**config.mk**
```make
export PLATFORM = sky130hd
export DESIGN_NAME = wake_interrupt_and_measure_gate
export DESIGN_NICKNAME = d
export VERILOG_FILES = /design/src/core/wake_int_pkg.sv /design/src/core/wake_filter.sv /design/src/core/wake_interrupt_and_measure_gate.sv
export SDC_FILE = /design/constraint.sdc
export NUM_CORES = 1
export LEC_CHECK = 0
export ABC_CLOCK_PERIOD_IN_PS = 7200
export BUFFER_PORTS_ARGS = -buffer_cell sky130_fd_sc_hd__buf_4
export CORE_MARGIN = 2
export CORE_UTILIZATION = 60
export CTS_BUF_LIST = sky130_fd_sc_hd__clkbuf_2
export DETAILED_ROUTE_END_ITERATION = 12
export GPL_TIMING_DRIVEN = 0
export PLACE_DENSITY = 0.83
export SYNTH_ARGS = -nofsm -noshare
export SYNTH_HDL_FRONTEND = slang
export SYNTH_SLANG_ARGS = --single-unit
```
**constraint.sdc**
```tcl
create_clock -name clk -period 7.2 [get_ports clk]
set_input_delay 0.72 -clock clk [delete_from_list [all_inputs] [get_ports clk]]
set_output_delay 0.72 -clock clk [all_outputs]
set_load 0.01 [all_outputs]
```
**src/core/wake_int_pkg.sv**
```systemverilog
// Shared constants and carrier types of the wake interrupt and measure gate block.
package wake_int_pkg;

   localparam int CLK_HZ = 20000000;
   localparam int SHORT_FILTER_US = 16;
   localparam int LONG_FILTER_US = 64;
   localparam int PULSE_TIME_US = 100;
   localparam int GAP_TIME_US = 100;
   localparam int SHORT_FILTER_CYC = SHORT_FILTER_US * (CLK_HZ / 1000000);
   localparam int LONG_FILTER_CYC = LONG_FILTER_US * (CLK_HZ / 1000000);
   localparam int PULSE_CYC = PULSE_TIME_US * (CLK_HZ / 1000000);
   localparam int GAP_CYC = GAP_TIME_US * (CLK_HZ / 1000000);
   localparam int CNT_W = 12;

   localparam int NUM_WAKE = 3;
   localparam int NUM_GPIO_WAKE = 2;
   localparam int NUM_FAIL = 8;

   localparam logic [1:0] PULL_NONE = 2'h0;
   localparam logic [1:0] PULL_DOWN = 2'h1;
   localparam logic [1:0] PULL_UP = 2'h2;
   localparam logic [1:0] PULL_AUTO = 2'h3;

   localparam logic [1:0] FILT_STATIC_SHORT = 2'h0;
   localparam logic [1:0] FILT_STATIC_LONG = 2'h1;

   localparam logic [2:0] CMD_NONE = 3'h0;
   localparam logic [2:0] CMD_NORMAL = 3'h1;
   localparam logic [2:0] CMD_STOP = 3'h2;
   localparam logic [2:0] CMD_SLEEP = 3'h3;

   typedef enum logic [4:0] {
      MODE_INIT = 5'h01,
      MODE_NORMAL = 5'h02,
      MODE_STOP = 5'h04,
      MODE_SLEEP = 5'h08,
      MODE_RESTART = 5'h10
   } sbc_mode_e;

   typedef enum logic [2:0] {
      INT_IDLE = 3'h1,
      INT_PULSE = 3'h2,
      INT_GAP = 3'h4
   } int_state_e;

   typedef struct packed {
      logic [1:0] pull;
      logic [1:0] filter;
      logic wakeEnable;
   } wake_cfg_s;

   typedef struct packed {
      logic [NUM_WAKE-1:0] wakeA;
      logic [NUM_GPIO_WAKE-1:0] wakeB;
      logic [NUM_WAKE-1:0] level;
      logic [NUM_FAIL-1:0] fail;
   } status_s;

endpackage

```
**src/core/wake_filter.sv**
```systemverilog
// Static sense edge filter for one wake input.
`timescale 1ns/1ps
`default_nettype none
module wake_filter (
   input wire logic clk,
   input wire logic rst,
   input wire logic pinIn,
   input wire logic gate,
   input wire logic longSel,
   output logic level,
   output logic edgeSeen
);

   typedef struct packed {
      logic stable;
      logic cand;
      logic [wake_int_pkg::CNT_W-1:0] cnt;
      logic hit;
   } filt_s;

   filt_s cur;
   filt_s next_cur;
   logic [wake_int_pkg::CNT_W-1:0] limit;

   always_comb begin
      limit = longSel ? wake_int_pkg::CNT_W'(wake_int_pkg::LONG_FILTER_CYC)
                      : wake_int_pkg::CNT_W'(wake_int_pkg::SHORT_FILTER_CYC);
      next_cur = cur;
      next_cur.hit = 1'b0;
      if (gate) begin
         next_cur.cand = cur.stable;
         next_cur.cnt = '0;
      end else if (pinIn != cur.cand) begin
         next_cur.cand = pinIn;
         next_cur.cnt = '0;
      end else if (cur.cand != cur.stable) begin
         if (cur.cnt + 1'b1 >= limit) begin
            next_cur.stable = cur.cand;
            next_cur.hit = 1'b1;
            next_cur.cnt = '0;
         end else begin
            next_cur.cnt = cur.cnt + 1'b1;
         end
      end
   end

   always_ff @(posedge clk or posedge rst) begin
      if (rst) begin
         cur <= '0;
      end else begin
         cur <= next_cur;
      end
   end

   assign level = cur.stable;
   assign edgeSeen = cur.hit;

endmodule
`default_nettype wire

```
**src/core/wake_interrupt_and_measure_gate.sv**
```systemverilog
// Interrupt pulse generator with wake status latching and measurement-mode gating.
`timescale 1ns/1ps
`default_nettype none
module wake_interrupt_and_measure_gate (
   input wire logic clk,
   input wire logic rst,
   input wire logic [wake_int_pkg::NUM_WAKE-1:0] wakePin,
   input wire logic [wake_int_pkg::NUM_GPIO_WAKE-1:0] gpioWakeEvent,
   input wire logic [wake_int_pkg::NUM_GPIO_WAKE-1:0] gpioWakeEnable,
   input wire wake_int_pkg::wake_cfg_s [wake_int_pkg::NUM_WAKE-1:0] wakeCfg,
   input wire logic voltageMeasureEnable,
   input wire logic interruptClassSelect,
   input wire logic [wake_int_pkg::NUM_FAIL-1:0] failEvent,
   input wire logic [wake_int_pkg::NUM_FAIL-1:0] failIntCapable,
   input wire logic [2:0] modeCommand,
   input wire logic initDone,
   input wire logic clearWakeA,
   input wire logic clearWakeB,
   input wire logic clearFail,
   input wire logic interruptPinIn,
   output logic interruptOutput,
   output logic interruptOutputEnable,
   output logic measurePathSwitch,
   output logic [wake_int_pkg::NUM_WAKE-1:0] pullUpOn,
   output logic [wake_int_pkg::NUM_WAKE-1:0] pullDownOn,
   output wake_int_pkg::status_s statusRead,
   output logic commandFaultFlag,
   output wake_int_pkg::sbc_mode_e sbcMode,
   output logic configSelect
);

   typedef struct packed {
      wake_int_pkg::sbc_mode_e mode;
      wake_int_pkg::int_state_e intState;
      logic [wake_int_pkg::CNT_W-1:0] timer;
      wake_int_pkg::status_s live;
      wake_int_pkg::status_s snap;
      logic intPending;
      logic intLine;
      logic intDrive;
      logic switchOn;
      logic [wake_int_pkg::NUM_WAKE-1:0] pu;
      logic [wake_int_pkg::NUM_WAKE-1:0] pd;
      logic cmdFault;
      logic cfgSel;
   } state_s;

   state_s cur;
   state_s next_cur;
   logic [wake_int_pkg::NUM_WAKE-1:0] gated;
   logic [wake_int_pkg::NUM_WAKE-1:0] filtLevel;
   logic [wake_int_pkg::NUM_WAKE-1:0] filtEdge;

   function automatic logic isMeasured(input int idx);
      isMeasured = (idx < 2);
   endfunction

   // True in the modes in which an interrupt pulse may be signalled.
   function automatic logic isActiveMode(input wake_int_pkg::sbc_mode_e m);
      isActiveMode = (m == wake_int_pkg::MODE_NORMAL) || (m == wake_int_pkg::MODE_STOP);
   endfunction

   // True on the last cycle of a stretch that lasts cyc cycles.
   function automatic logic timerDone(input logic [wake_int_pkg::CNT_W-1:0] t, input int cyc);
      timerDone = (t >= wake_int_pkg::CNT_W'(cyc - 1));
   endfunction

   // True when the first two pins are the only enabled wake sources.
   function automatic logic onlyMeasured(
      input wake_int_pkg::wake_cfg_s [wake_int_pkg::NUM_WAKE-1:0] cfg,
      input logic [wake_int_pkg::NUM_GPIO_WAKE-1:0] gpioEn
   );
      logic measEn;
      logic otherEn;
      measEn = cfg[0].wakeEnable || cfg[1].wakeEnable;
      otherEn = cfg[2].wakeEnable || (|gpioEn);
      onlyMeasured = measEn && !otherEn;
   endfunction

   genvar gi;
   generate
      for (gi = 0; gi < wake_int_pkg::NUM_WAKE; gi++) begin : g_wake
         assign gated[gi] = voltageMeasureEnable && isMeasured(gi);
         wake_filter u_filt (
            .clk(clk),
            .rst(rst),
            .pinIn(wakePin[gi]),
            .gate(gated[gi]),
            .longSel(wakeCfg[gi].filter == wake_int_pkg::FILT_STATIC_LONG),
            .level(filtLevel[gi]),
            .edgeSeen(filtEdge[gi])
         );
      end
   endgenerate

   always_comb begin
      logic [wake_int_pkg::NUM_WAKE-1:0] wkEn;
      logic anyWake;
      logic intEvent;
      logic onlyMeasSrc;
      wkEn = '0;
      anyWake = 1'b0;
      intEvent = 1'b0;
      onlyMeasSrc = 1'b0;
      next_cur = cur;

      // Pull sources and level status of each wake pin.
      for (int i = 0; i < wake_int_pkg::NUM_WAKE; i++) begin
         wkEn[i] = wakeCfg[i].wakeEnable && !gated[i];
         next_cur.pu[i] = 1'b0;
         next_cur.pd[i] = 1'b0;
         if (!gated[i]) begin
            unique case (wakeCfg[i].pull)
               wake_int_pkg::PULL_NONE: begin
               end
               wake_int_pkg::PULL_DOWN: next_cur.pd[i] = 1'b1;
               wake_int_pkg::PULL_UP: next_cur.pu[i] = 1'b1;
               wake_int_pkg::PULL_AUTO: begin
                  next_cur.pu[i] = filtLevel[i];
                  next_cur.pd[i] = !filtLevel[i];
               end
            endcase
            next_cur.live.level[i] = filtLevel[i];
         end
      end

      // Clears come first so that a simultaneous set wins.
      if (clearWakeA) begin
         next_cur.live.wakeA = '0;
      end
      if (clearWakeB) begin
         next_cur.live.wakeB = '0;
      end
      if (clearFail) begin
         next_cur.live.fail = '0;
      end
      for (int i = 0; i < wake_int_pkg::NUM_WAKE; i++) begin
         if (filtEdge[i] && !gated[i]) begin
            next_cur.live.wakeA[i] = 1'b1;
            if (wkEn[i]) begin
               intEvent = 1'b1;
            end
         end
      end
      for (int i = 0; i < wake_int_pkg::NUM_GPIO_WAKE; i++) begin
         if (gpioWakeEvent[i]) begin
            next_cur.live.wakeB[i] = 1'b1;
            if (gpioWakeEnable[i]) begin
               intEvent = 1'b1;
            end
         end
      end
      for (int i = 0; i < wake_int_pkg::NUM_FAIL; i++) begin
         if (failEvent[i]) begin
            next_cur.live.fail[i] = 1'b1;
            if (interruptClassSelect && failIntCapable[i]) begin
               intEvent = 1'b1;
            end
         end
      end
      anyWake = (|cur.live.wakeA) || (|cur.live.wakeB);

      // Operating mode transitions.
      onlyMeasSrc = voltageMeasureEnable && onlyMeasured(wakeCfg, gpioWakeEnable);
      next_cur.cmdFault = 1'b0;
      unique case (cur.mode)
         wake_int_pkg::MODE_INIT: begin
            if (initDone) begin
               next_cur.mode = wake_int_pkg::MODE_NORMAL;
            end
         end
         wake_int_pkg::MODE_NORMAL, wake_int_pkg::MODE_STOP: begin
            if (modeCommand == wake_int_pkg::CMD_SLEEP) begin
               if (onlyMeasSrc) begin
                  next_cur.cmdFault = 1'b1;
                  next_cur.mode = wake_int_pkg::MODE_RESTART;
               end else begin
                  next_cur.mode = wake_int_pkg::MODE_SLEEP;
               end
            end else if (modeCommand == wake_int_pkg::CMD_STOP) begin
               next_cur.mode = wake_int_pkg::MODE_STOP;
               if (anyWake) begin
                  intEvent = 1'b1;
               end
            end else if (modeCommand == wake_int_pkg::CMD_NORMAL) begin
               next_cur.mode = wake_int_pkg::MODE_NORMAL;
            end
         end
         wake_int_pkg::MODE_SLEEP, wake_int_pkg::MODE_RESTART: begin
            if (modeCommand == wake_int_pkg::CMD_NORMAL || (|filtEdge)) begin
               next_cur.mode = wake_int_pkg::MODE_NORMAL;
            end
         end
         default: next_cur.mode = wake_int_pkg::MODE_RESTART;
      endcase

      // The path switch follows the enable and the present mode.
      next_cur.switchOn = voltageMeasureEnable
         && (cur.mode == wake_int_pkg::MODE_NORMAL);

      if (!isActiveMode(cur.mode)) begin
         intEvent = 1'b0;
      end
      if (intEvent) begin
         next_cur.intPending = 1'b1;
      end

      // Interrupt timing never touches the mode field.
      next_cur.intLine = 1'b1;
      next_cur.intDrive = (cur.mode != wake_int_pkg::MODE_INIT);
      if (cur.mode == wake_int_pkg::MODE_INIT) begin
         next_cur.cfgSel = interruptPinIn;
      end
      unique case (cur.intState)
         wake_int_pkg::INT_IDLE: begin
            // Pending events wait while the mode allows no pulse.
            if (cur.intPending && isActiveMode(cur.mode)) begin
               next_cur.intPending = intEvent;
               next_cur.intState = wake_int_pkg::INT_PULSE;
               next_cur.timer = '0;
               next_cur.intLine = 1'b0;
               next_cur.snap = cur.live;
            end
         end
         wake_int_pkg::INT_PULSE: begin
            next_cur.intLine = 1'b0;
            if (timerDone(cur.timer, wake_int_pkg::PULSE_CYC)) begin
               next_cur.intLine = 1'b1;
               next_cur.intState = wake_int_pkg::INT_GAP;
               next_cur.timer = '0;
            end else begin
               next_cur.timer = cur.timer + 1'b1;
            end
         end
         wake_int_pkg::INT_GAP: begin
            if (timerDone(cur.timer, wake_int_pkg::GAP_CYC)) begin
               next_cur.intState = wake_int_pkg::INT_IDLE;
               next_cur.timer = '0;
            end else begin
               next_cur.timer = cur.timer + 1'b1;
            end
         end
         default: begin
            next_cur.intState = wake_int_pkg::INT_IDLE;
            next_cur.timer = '0;
         end
      endcase
   end

   always_ff @(posedge clk or posedge rst) begin
      if (rst) begin
         cur <= '0;
         cur.mode <= wake_int_pkg::MODE_INIT;
         cur.intState <= wake_int_pkg::INT_IDLE;
         cur.intLine <= 1'b1;
         cur.switchOn <= 1'b0;
      end else begin
         cur <= next_cur;
      end
   end

   assign interruptOutput = cur.intLine;
   assign interruptOutputEnable = cur.intDrive;
   assign measurePathSwitch = cur.switchOn;
   assign pullUpOn = cur.pu;
   assign pullDownOn = cur.pd;
   assign statusRead = cur.snap;
   assign commandFaultFlag = cur.cmdFault;
   assign sbcMode = cur.mode;
   assign configSelect = cur.cfgSel;

endmodule
`default_nettype wire

```
Yosys cells after proc, flatten, opt, wreduce, memory -nomap -nowiden:

Index checks and enable logic that the tools add are counted.
Widths: inputs -> output; s select.

* $add $sub $neg: 4
* magnitude comparators: 4
* eq/ne operators: 36
* multiplexer cells: 101
* bitwise operators: 4
* reduce and logical (&&, ||, !) cells: 56

Operators by type and width (count)
* $mux 12: 7
* $mux 13: 5
* $mux 1: 64
* $add 12x1->12 const B: 4
* $pmux 15 s3: 1
* $ge 12x12->1: 3
* $mux 11: 3
* $reduce_bool 2->1: 16
* $mux 5: 6
* $logic_and 1x1->1: 16
* $mux 15: 1
* $pmux 5 s3: 1
* $pmux 1 s2: 7
* $eq 2x1->1 const B: 6
* $eq 2x2->1 const B: 6
* $ge 12x11->1 const B: 1
* $ne 2x2->1 const B: 5
* $eq 3x2->1 const B: 3
* $mux 3: 3
* $reduce_and 3->1: 3
* $mux 8: 1
* $reduce_and 4->1: 2
* $reduce_or 2->1: 4
* $eq 3x1->1 const B: 2
* 16 further kinds: 35

* register bits: 109
* input bits: 50
* output and inout port bits: 32
* word-level logic and storage cells: 247

Depth between registers and ports, before layout:

* word-level depth: 36
* gate-level depth with buffers: 13
* gate-level depth less buffers: 13

By module:

A second synthesis with hierarchy kept.

* cells, all modules: 605
* area total of the unflattened synthesis: 6231.0 µm²

Modules (own cells, without submodules)
* wake_filter: instances 3, cells each 118, area an instance 1071.0 µm², seq. area each 375.4 µm²
* wake_interrupt_and_measure_gate: instances 1, cells each 251, area an instance 3017.9 µm², seq. area each 1605.3 µm²

Worst setup path before layout:

No wires, ideal clock.

* path type: register to register
* start: register g_wake[1].u_filt.cur[1] (netlist name)
* end: register g_wake[1].u_filt.cur[8] (netlist name)
* library setup time: 0.087 ns
* data arrival time: 2.680 ns
* data required time: 7.113 ns
* setup slack: 4.434 ns
* cell stages (with the launch flop): 13
* path buffers: 1
* period minus slack after synthesis: 2.766 ns
* path through: dfrtp_1 -> ha_1 -> nand4_1 -> nor3_1 -> xnor2_1 -> ha_1 -> nand2_1 -> a2bb2oi_1 -> a311oi_2 -> or3_1 -> buf_2 -> or4_1 -> o211ai_1

* longest elaborated chain between the ends: 6

Ends and longest elaborated chain
* start: declaration: RTL line wake_filter.sv:21 `filt_s cur;`
* start signal: assignment: RTL line wake_filter.sv:51 `cur <= next_cur;`
* $add 12x1->12 (*): RTL line wake_filter.sv:37, wake_filter.sv:42
* $ge 12x12->1: RTL line wake_filter.sv:37 `if (cur.cnt + 1'b1 >= limit) begin`
* $mux 12 (*): RTL line wake_filter.sv:37
* $mux 13 (*): RTL line wake_filter.sv:36 `end else if (cur.cand != cur.stable) begin`
* $mux 12 (*): RTL line wake_filter.sv:33 `end else if (pinIn != cur.cand) begin`
* $mux 13 (*): RTL line wake_filter.sv:30 `if (gate) begin`

Every way passes the cells marked *; elsewhere a longest branch is shown, timed or not. The select of a mux whose other input is x is not followed.
A chain may end at the register's enable or synchronous reset.

Final worst setup path:

* start: register g_wake[0].u_filt.cur[1] (netlist name)
* end: register g_wake[0].u_filt.cur[6] (netlist name)

* longest elaborated chain between the ends: 6

Ends and longest elaborated chain (RTL line)
* start: declaration: wake_filter.sv:21
* start signal: assignment: wake_filter.sv:51
* $add 12x1->12 (*): wake_filter.sv:37, wake_filter.sv:42
* $ge 12x12->1: wake_filter.sv:37
* $mux 12 (*): wake_filter.sv:37
* $mux 13 (*): wake_filter.sv:36
* $mux 12 (*): wake_filter.sv:33
* $mux 13 (*): wake_filter.sv:30

Marked as above.

==> impl_table.tex <==
\begin{tabular}{lr}
\hline
Metric & Value \\
\hline
\multicolumn{2}{l}{\textbf{Run status}} \\
\quad Outcome & complete, no violations \\
\multicolumn{2}{l}{\textbf{Power}} \\
\quad Int Pwr & about 900 µW \\
\quad Switching part of the total & 30.9\% \\
\quad Psw & 409 µW \\
\quad Overall power & $\sim$1.3 mW \\
\quad Worst supply voltage drop on vdd & about 0.16 mV \\
\quad Comb pwr share & between 20\% and 30\% \\
\quad Clock network fraction of design power & a little under a fifth \\
\quad Power density over the cells & between 150 and 200 nW/µm² \\
\quad Share of total power in sequential cells & 54.0\% \\
\quad Static leakage & between 3 and 4 nW \\
\multicolumn{2}{l}{\textbf{Global routing}} \\
\quad Most congested layer reported by global routing & met2 \\
\quad Antenna violations before repair & 0 \\
\quad Met2 Use GR & roughly 44\% \\
\quad Met1 Track Usage GR & 30.7\% \\
\quad Maximum number of pins on one net before global-route repair & 57 \\
\quad Vias in the first global route & roughly 4700 \\
\quad Met3 Usage GRT & under 10\% \\
\quad Grt total ovfl & 0 \\
\quad Wire length of the first global-routing pass & roughly 21 mm \\
\quad Global router's overall resource usage & about 25\% \\
\multicolumn{2}{l}{\textbf{Clock network}} \\
\quad Clock latency at the later pin of the worst-skew pair & 610 ps \\
\quad Clock net sink count & 109 \\
\quad Root Driver & clkbuf\_2 \\
\quad Post CTS Setup Buffer Count & 0 \\
\quad Buffer depth of the longest clock path & 2 \\
\quad Number of hold buffers added after CTS & 0 \\
\quad Clock-pin slew on the worst setup and hold paths & approximately 260 ps \\
\quad TritonCTS clock tree & yes \\
\quad H-Tree Level Count & 3 \\
\quad Total of cells resized after clock tree synthesis & 0 \\
\quad TritonCTS Buffers & 9 \\
\multicolumn{2}{l}{\textbf{Synth}} \\
\quad Async set-or-reset flop fraction in the synthesized netlist & 100\% \\
\quad Netlist cell types & 61 \\
\quad Top-area cell type share of the netlist area & 45.5\% \\
\quad Ranking of synthesized cells by area & dfrtp\_1 45\%, mux2\_2 5.0\%, buf\_4 3.9\%, o21ai\_0 3.4\%, nand2\_1 3.1\% \\
\quad Most frequent cell after synthesis & dfrtp\_1 \\
\quad EDFF count, synth & 0 \\
\quad Most common flop cell mapped by yosys & dfrtp\_1 \\
\quad Syn\_nets & 642 \\
\quad Yosys warning total & 0 \\
\quad Library cell occupying the most area in the post-synthesis netlist & dfrtp\_1 \\
\quad Sequential cell area fraction in the yosys report & about 47\% \\
\quad Summed instance area of the synthesized netlist & 5830 µm² \\
\quad Most numerous cell types in the synthesized netlist & 106 x dfrtp\_1, 48 x nand2\_1, 40 x o21ai\_0 \\
\quad Synthesized instance count & approximately 580 \\
\quad Mean Syn Cell Area & 10.1 µm² \\
\quad Register bit total from synthesis & 109 \\
\multicolumn{2}{l}{\textbf{Setup path}} \\
\quad Data required, critical path & between 7000 and 8000 ps \\
\quad Number of cell instances on the worst register-to-register path & 13 \\
\quad Reg-to-reg setup timing slack & between 3000 and 4000 ps \\
\quad Endpoint of the worst register-to-register path & g\_wake[0].u\_filt.cur[6] \\
\quad Worst Path Buf+Inv & 0 \\
\quad Chain of cells forming the critical path & ha\_1 > nand4\_1 > nor2\_1 > nand2\_1 > xnor2\_1 > ha\_1 > or2\_2 > a21oi\_1 > mux2i\_1 > nand2b\_1 > a31oi\_2 > o21ai\_0 > a21oi\_1 \\
\quad Data arrival time of the critical path & 3800 ps \\
\quad Startpoint of the worst register-to-register path & g\_wake[0].u\_filt.cur[1] \\
\quad CP startpoint kind & register \\
\quad Kind of capture point of the worst setup path & register \\
\quad Capture point of the critical path & g\_wake[0].u\_filt.cur[6] \\
\quad CP Launch Point & g\_wake[0].u\_filt.cur[1] \\
\quad CP peak stage delay & 490 ps \\
\quad Instance count on the critical path & 13 \\
\quad Worst Path Class, Setup & reg2reg \\
\quad Crit path max-delay family & simple AND/OR/NAND/NOR gates \\
\quad Crit-path max FO & 9 \\
\quad Master of the slowest instance on the critical path & dfrtp\_1 \\
\multicolumn{2}{l}{\textbf{Detailed routing}} \\
\quad Remaining antenna violation count after routing & 0 \\
\quad DRT iter0 DRCs & around 240 \\
\quad Per-cell via count in the routed design & 5.87 \\
\quad Routed wirelength normalized by instance count & 15.3 µm \\
\quad \# DRC & 0 \\
\quad Total via count after detailed routing & $\sim$4700 \\
\quad Post-detailed-routing wire length & between 10 and 15 mm \\
\quad Router iterations before antenna repair & 4 \\
\multicolumn{2}{l}{\textbf{STA}} \\
\quad Final number of setup-violating endpoints & 0 \\
\quad Transition time at the pin with the least slew margin & approximately 720 ps \\
\quad Worst Clk Skew & 15.8 ps \\
\quad Max\_slew headroom & roughly half \\
\quad Final setup TNS & 0 ps \\
\quad Post-layout worst setup margin & 3950 ps \\
\quad Final min period & 3250 ps \\
\quad Highest clock frequency the design can meet & about 300 MHz \\
\quad RSZ-0062 raised after global routing & false \\
\quad Tcrit/Tclk final & a little under half \\
\quad Number of endpoints with negative hold slack in the final report & 0 \\
\quad Final Slew Violations & 0 \\
\multicolumn{2}{l}{\textbf{Layout}} \\
\quad End-of-flow core utilization & 72.1\% \\
\quad Syn-to-layout area delta & 15.3\% \\
\quad Proportion of layout cells with a drive suffix above 1 & approximately 26\% \\
\quad Number of antenna diodes & 0 \\
\quad Final-stage net count & 735 \\
\multicolumn{2}{l}{\textbf{Die}} \\
\quad Die area & between 10000 and 15000 µm² \\
\quad Vertical die dimension & between 100 and 150 µm \\
\quad Standard-cell row count & 35 \\
\quad Number of I/O pins & 82 \\
\quad Initial standard-cell utilization of the core & between 60 and 70\% \\
\quad Horizontal extent of the die & around 100 µm \\
\quad Placeable Area & $\sim$9300 µm² \\
\multicolumn{2}{l}{\textbf{Placed design}} \\
\quad Worst slack after detailed placement & $\sim$4000 ps \\
\quad Final HPWL from detailed placement & 9.17 mm \\
\quad Final weighted congestion in routability-driven placement & roughly 0.85 \\
\quad Number of buffers added on ports & 81 \\
\multicolumn{2}{l}{\textbf{Flow run}} \\
\quad Max-cap check violation count & 0 \\
\multicolumn{2}{l}{\textbf{Hold path}} \\
\quad Class of the tightest hold or removal check & in2async \\
\hline
\end{tabular}
==> worst register-to-register path, delay by kind of cell, from the launching register on <==
family | cells | cell delay [ps]
mux | 1 | 140
simple gates | 5 | 1010
fa+ha+maj | 2 | 510
flops | 1 | 490
xor+xnor | 1 | 170
compound gates | 4 | 880
==> cell usage in the layout (no fill, tap or decap), types with 3 or more instances in the layout <==
master     netlist  layout
xnor2_1         11      11
or4_1            4       4
dfstp_2          3       3
buf_2            6       6
clkbuf_1        11      11
a21o_1          20      20
mux2_2          26      26
nor2_1          32      32
a22oi_1          6       6
o31ai_1          9       9
inv_1           18      17
nor3_1           9       9
nand3_1         24      24
xor2_1           7       7
nand2_1         48      48
o21ai_0         40      40
a21oi_1         11      11
nor2b_1         10      10
a31oi_1          3       3
buf_4           30     111
dfrtp_1        106     106
o2111ai_1        3       3
clkbuf_2         0      10
nand4_1         12      12
mux2i_1          7       7
ha_1            13      13
a22o_1          11      11
and2_1          11      11
nor4_1          10      10
and3_1          10      10
nand2b_1        15      15
or3_1           11      11
a21boi_0         3       3
clkinv_2         0       3
a221o_1          3       3
o311a_1          3       3
==> routing by layer <==
layer  routed length, µm  up-vias
met1                5140     2310
met3                 622       20
met5                   0        -
li1                    -     2267
met4                 204        0
met2                6350      134
==> final cells by class <==
cell class | instances | area, µm²
fill | 701 | 2610
clock inverter | 6 | 40.0
sequential | 109 | 2730
timing repair buffer | 82 | 636
inverter | 18 | 70.1
multi-input combinational | 405 | 2740
tap | 129 | 161
buffer | 47 | 297
clock buffer | 10 | 50.0
==> registers in the layout, summed over array words and instances, names as in the netlist, named ones only <==
| register | flops |
|---|---|
| statusRead | 16 |
| commandFaultFlag | 1 |
| cur | 31 |
| pullDownOn | 3 |
| g_wake.u_filt.cur | 39 |
| g_wake.u_filt.edgeSeen | 3 |
| sbcMode | 5 |
| g_wake.u_filt.level | 3 |
| configSelect | 1 |
| interruptOutput | 1 |
| pullUpOn | 3 |
| measurePathSwitch | 1 |
| interruptOutputEnable | 1 |
==> stage by stage <==
stage,cells,cell area (µm²),hold WS [ps]
after floorplan,579,5830,438
after global placement,789,6600,455
after detailed placement,790,6630,464
after CTS,806,6720,163
after global routing,806,6720,132
final,806,6720,172
==> cell families after synthesis <==
| kind of cell | after synthesis | synth area share, % |
|---|---|---|
| AO/OA/AOI/OAI | 131 | 15.9 |
| XOR/XNOR | 18 | 2.70 |
| adder cells (fa/ha/maj) | 13 | 2.79 |
| buffers and inverters | 65 | 6.24 |
| flip-flops | 109 | 46.8 |
| multiplexers | 33 | 6.22 |
| AND/OR/NAND/NOR | 210 | 19.4 |
==> worst min path at each step <==
stage,from,endpoint,slack [ps],depth (start not counted)
floorplan,cur[53],cur[53],440,1
global placement,cur[53],cur[53],460,1
detailed placement,cur[53],cur[53],460,1
CTS,initDone,sbcMode[0],160,2
global route,initDone,sbcMode[0],130,2
finish,rst,g_wake[2].u_filt.cur[7],170,2
==> power groups by stage <==
stage          Sequential [mW]  Combinational (mW)  Clock, mW
3_3_place_gp             0.720               0.347          0
4_1_cts                  0.714               0.364      0.252
6_report                 0.713               0.361      0.246
2_1_floorplan            0.714               0.232          0
5_1_grt                  0.721               0.399      0.275
3_5_place_dp             0.724               0.363          0
No activity file was read; power rests on OpenSTA's default activity.
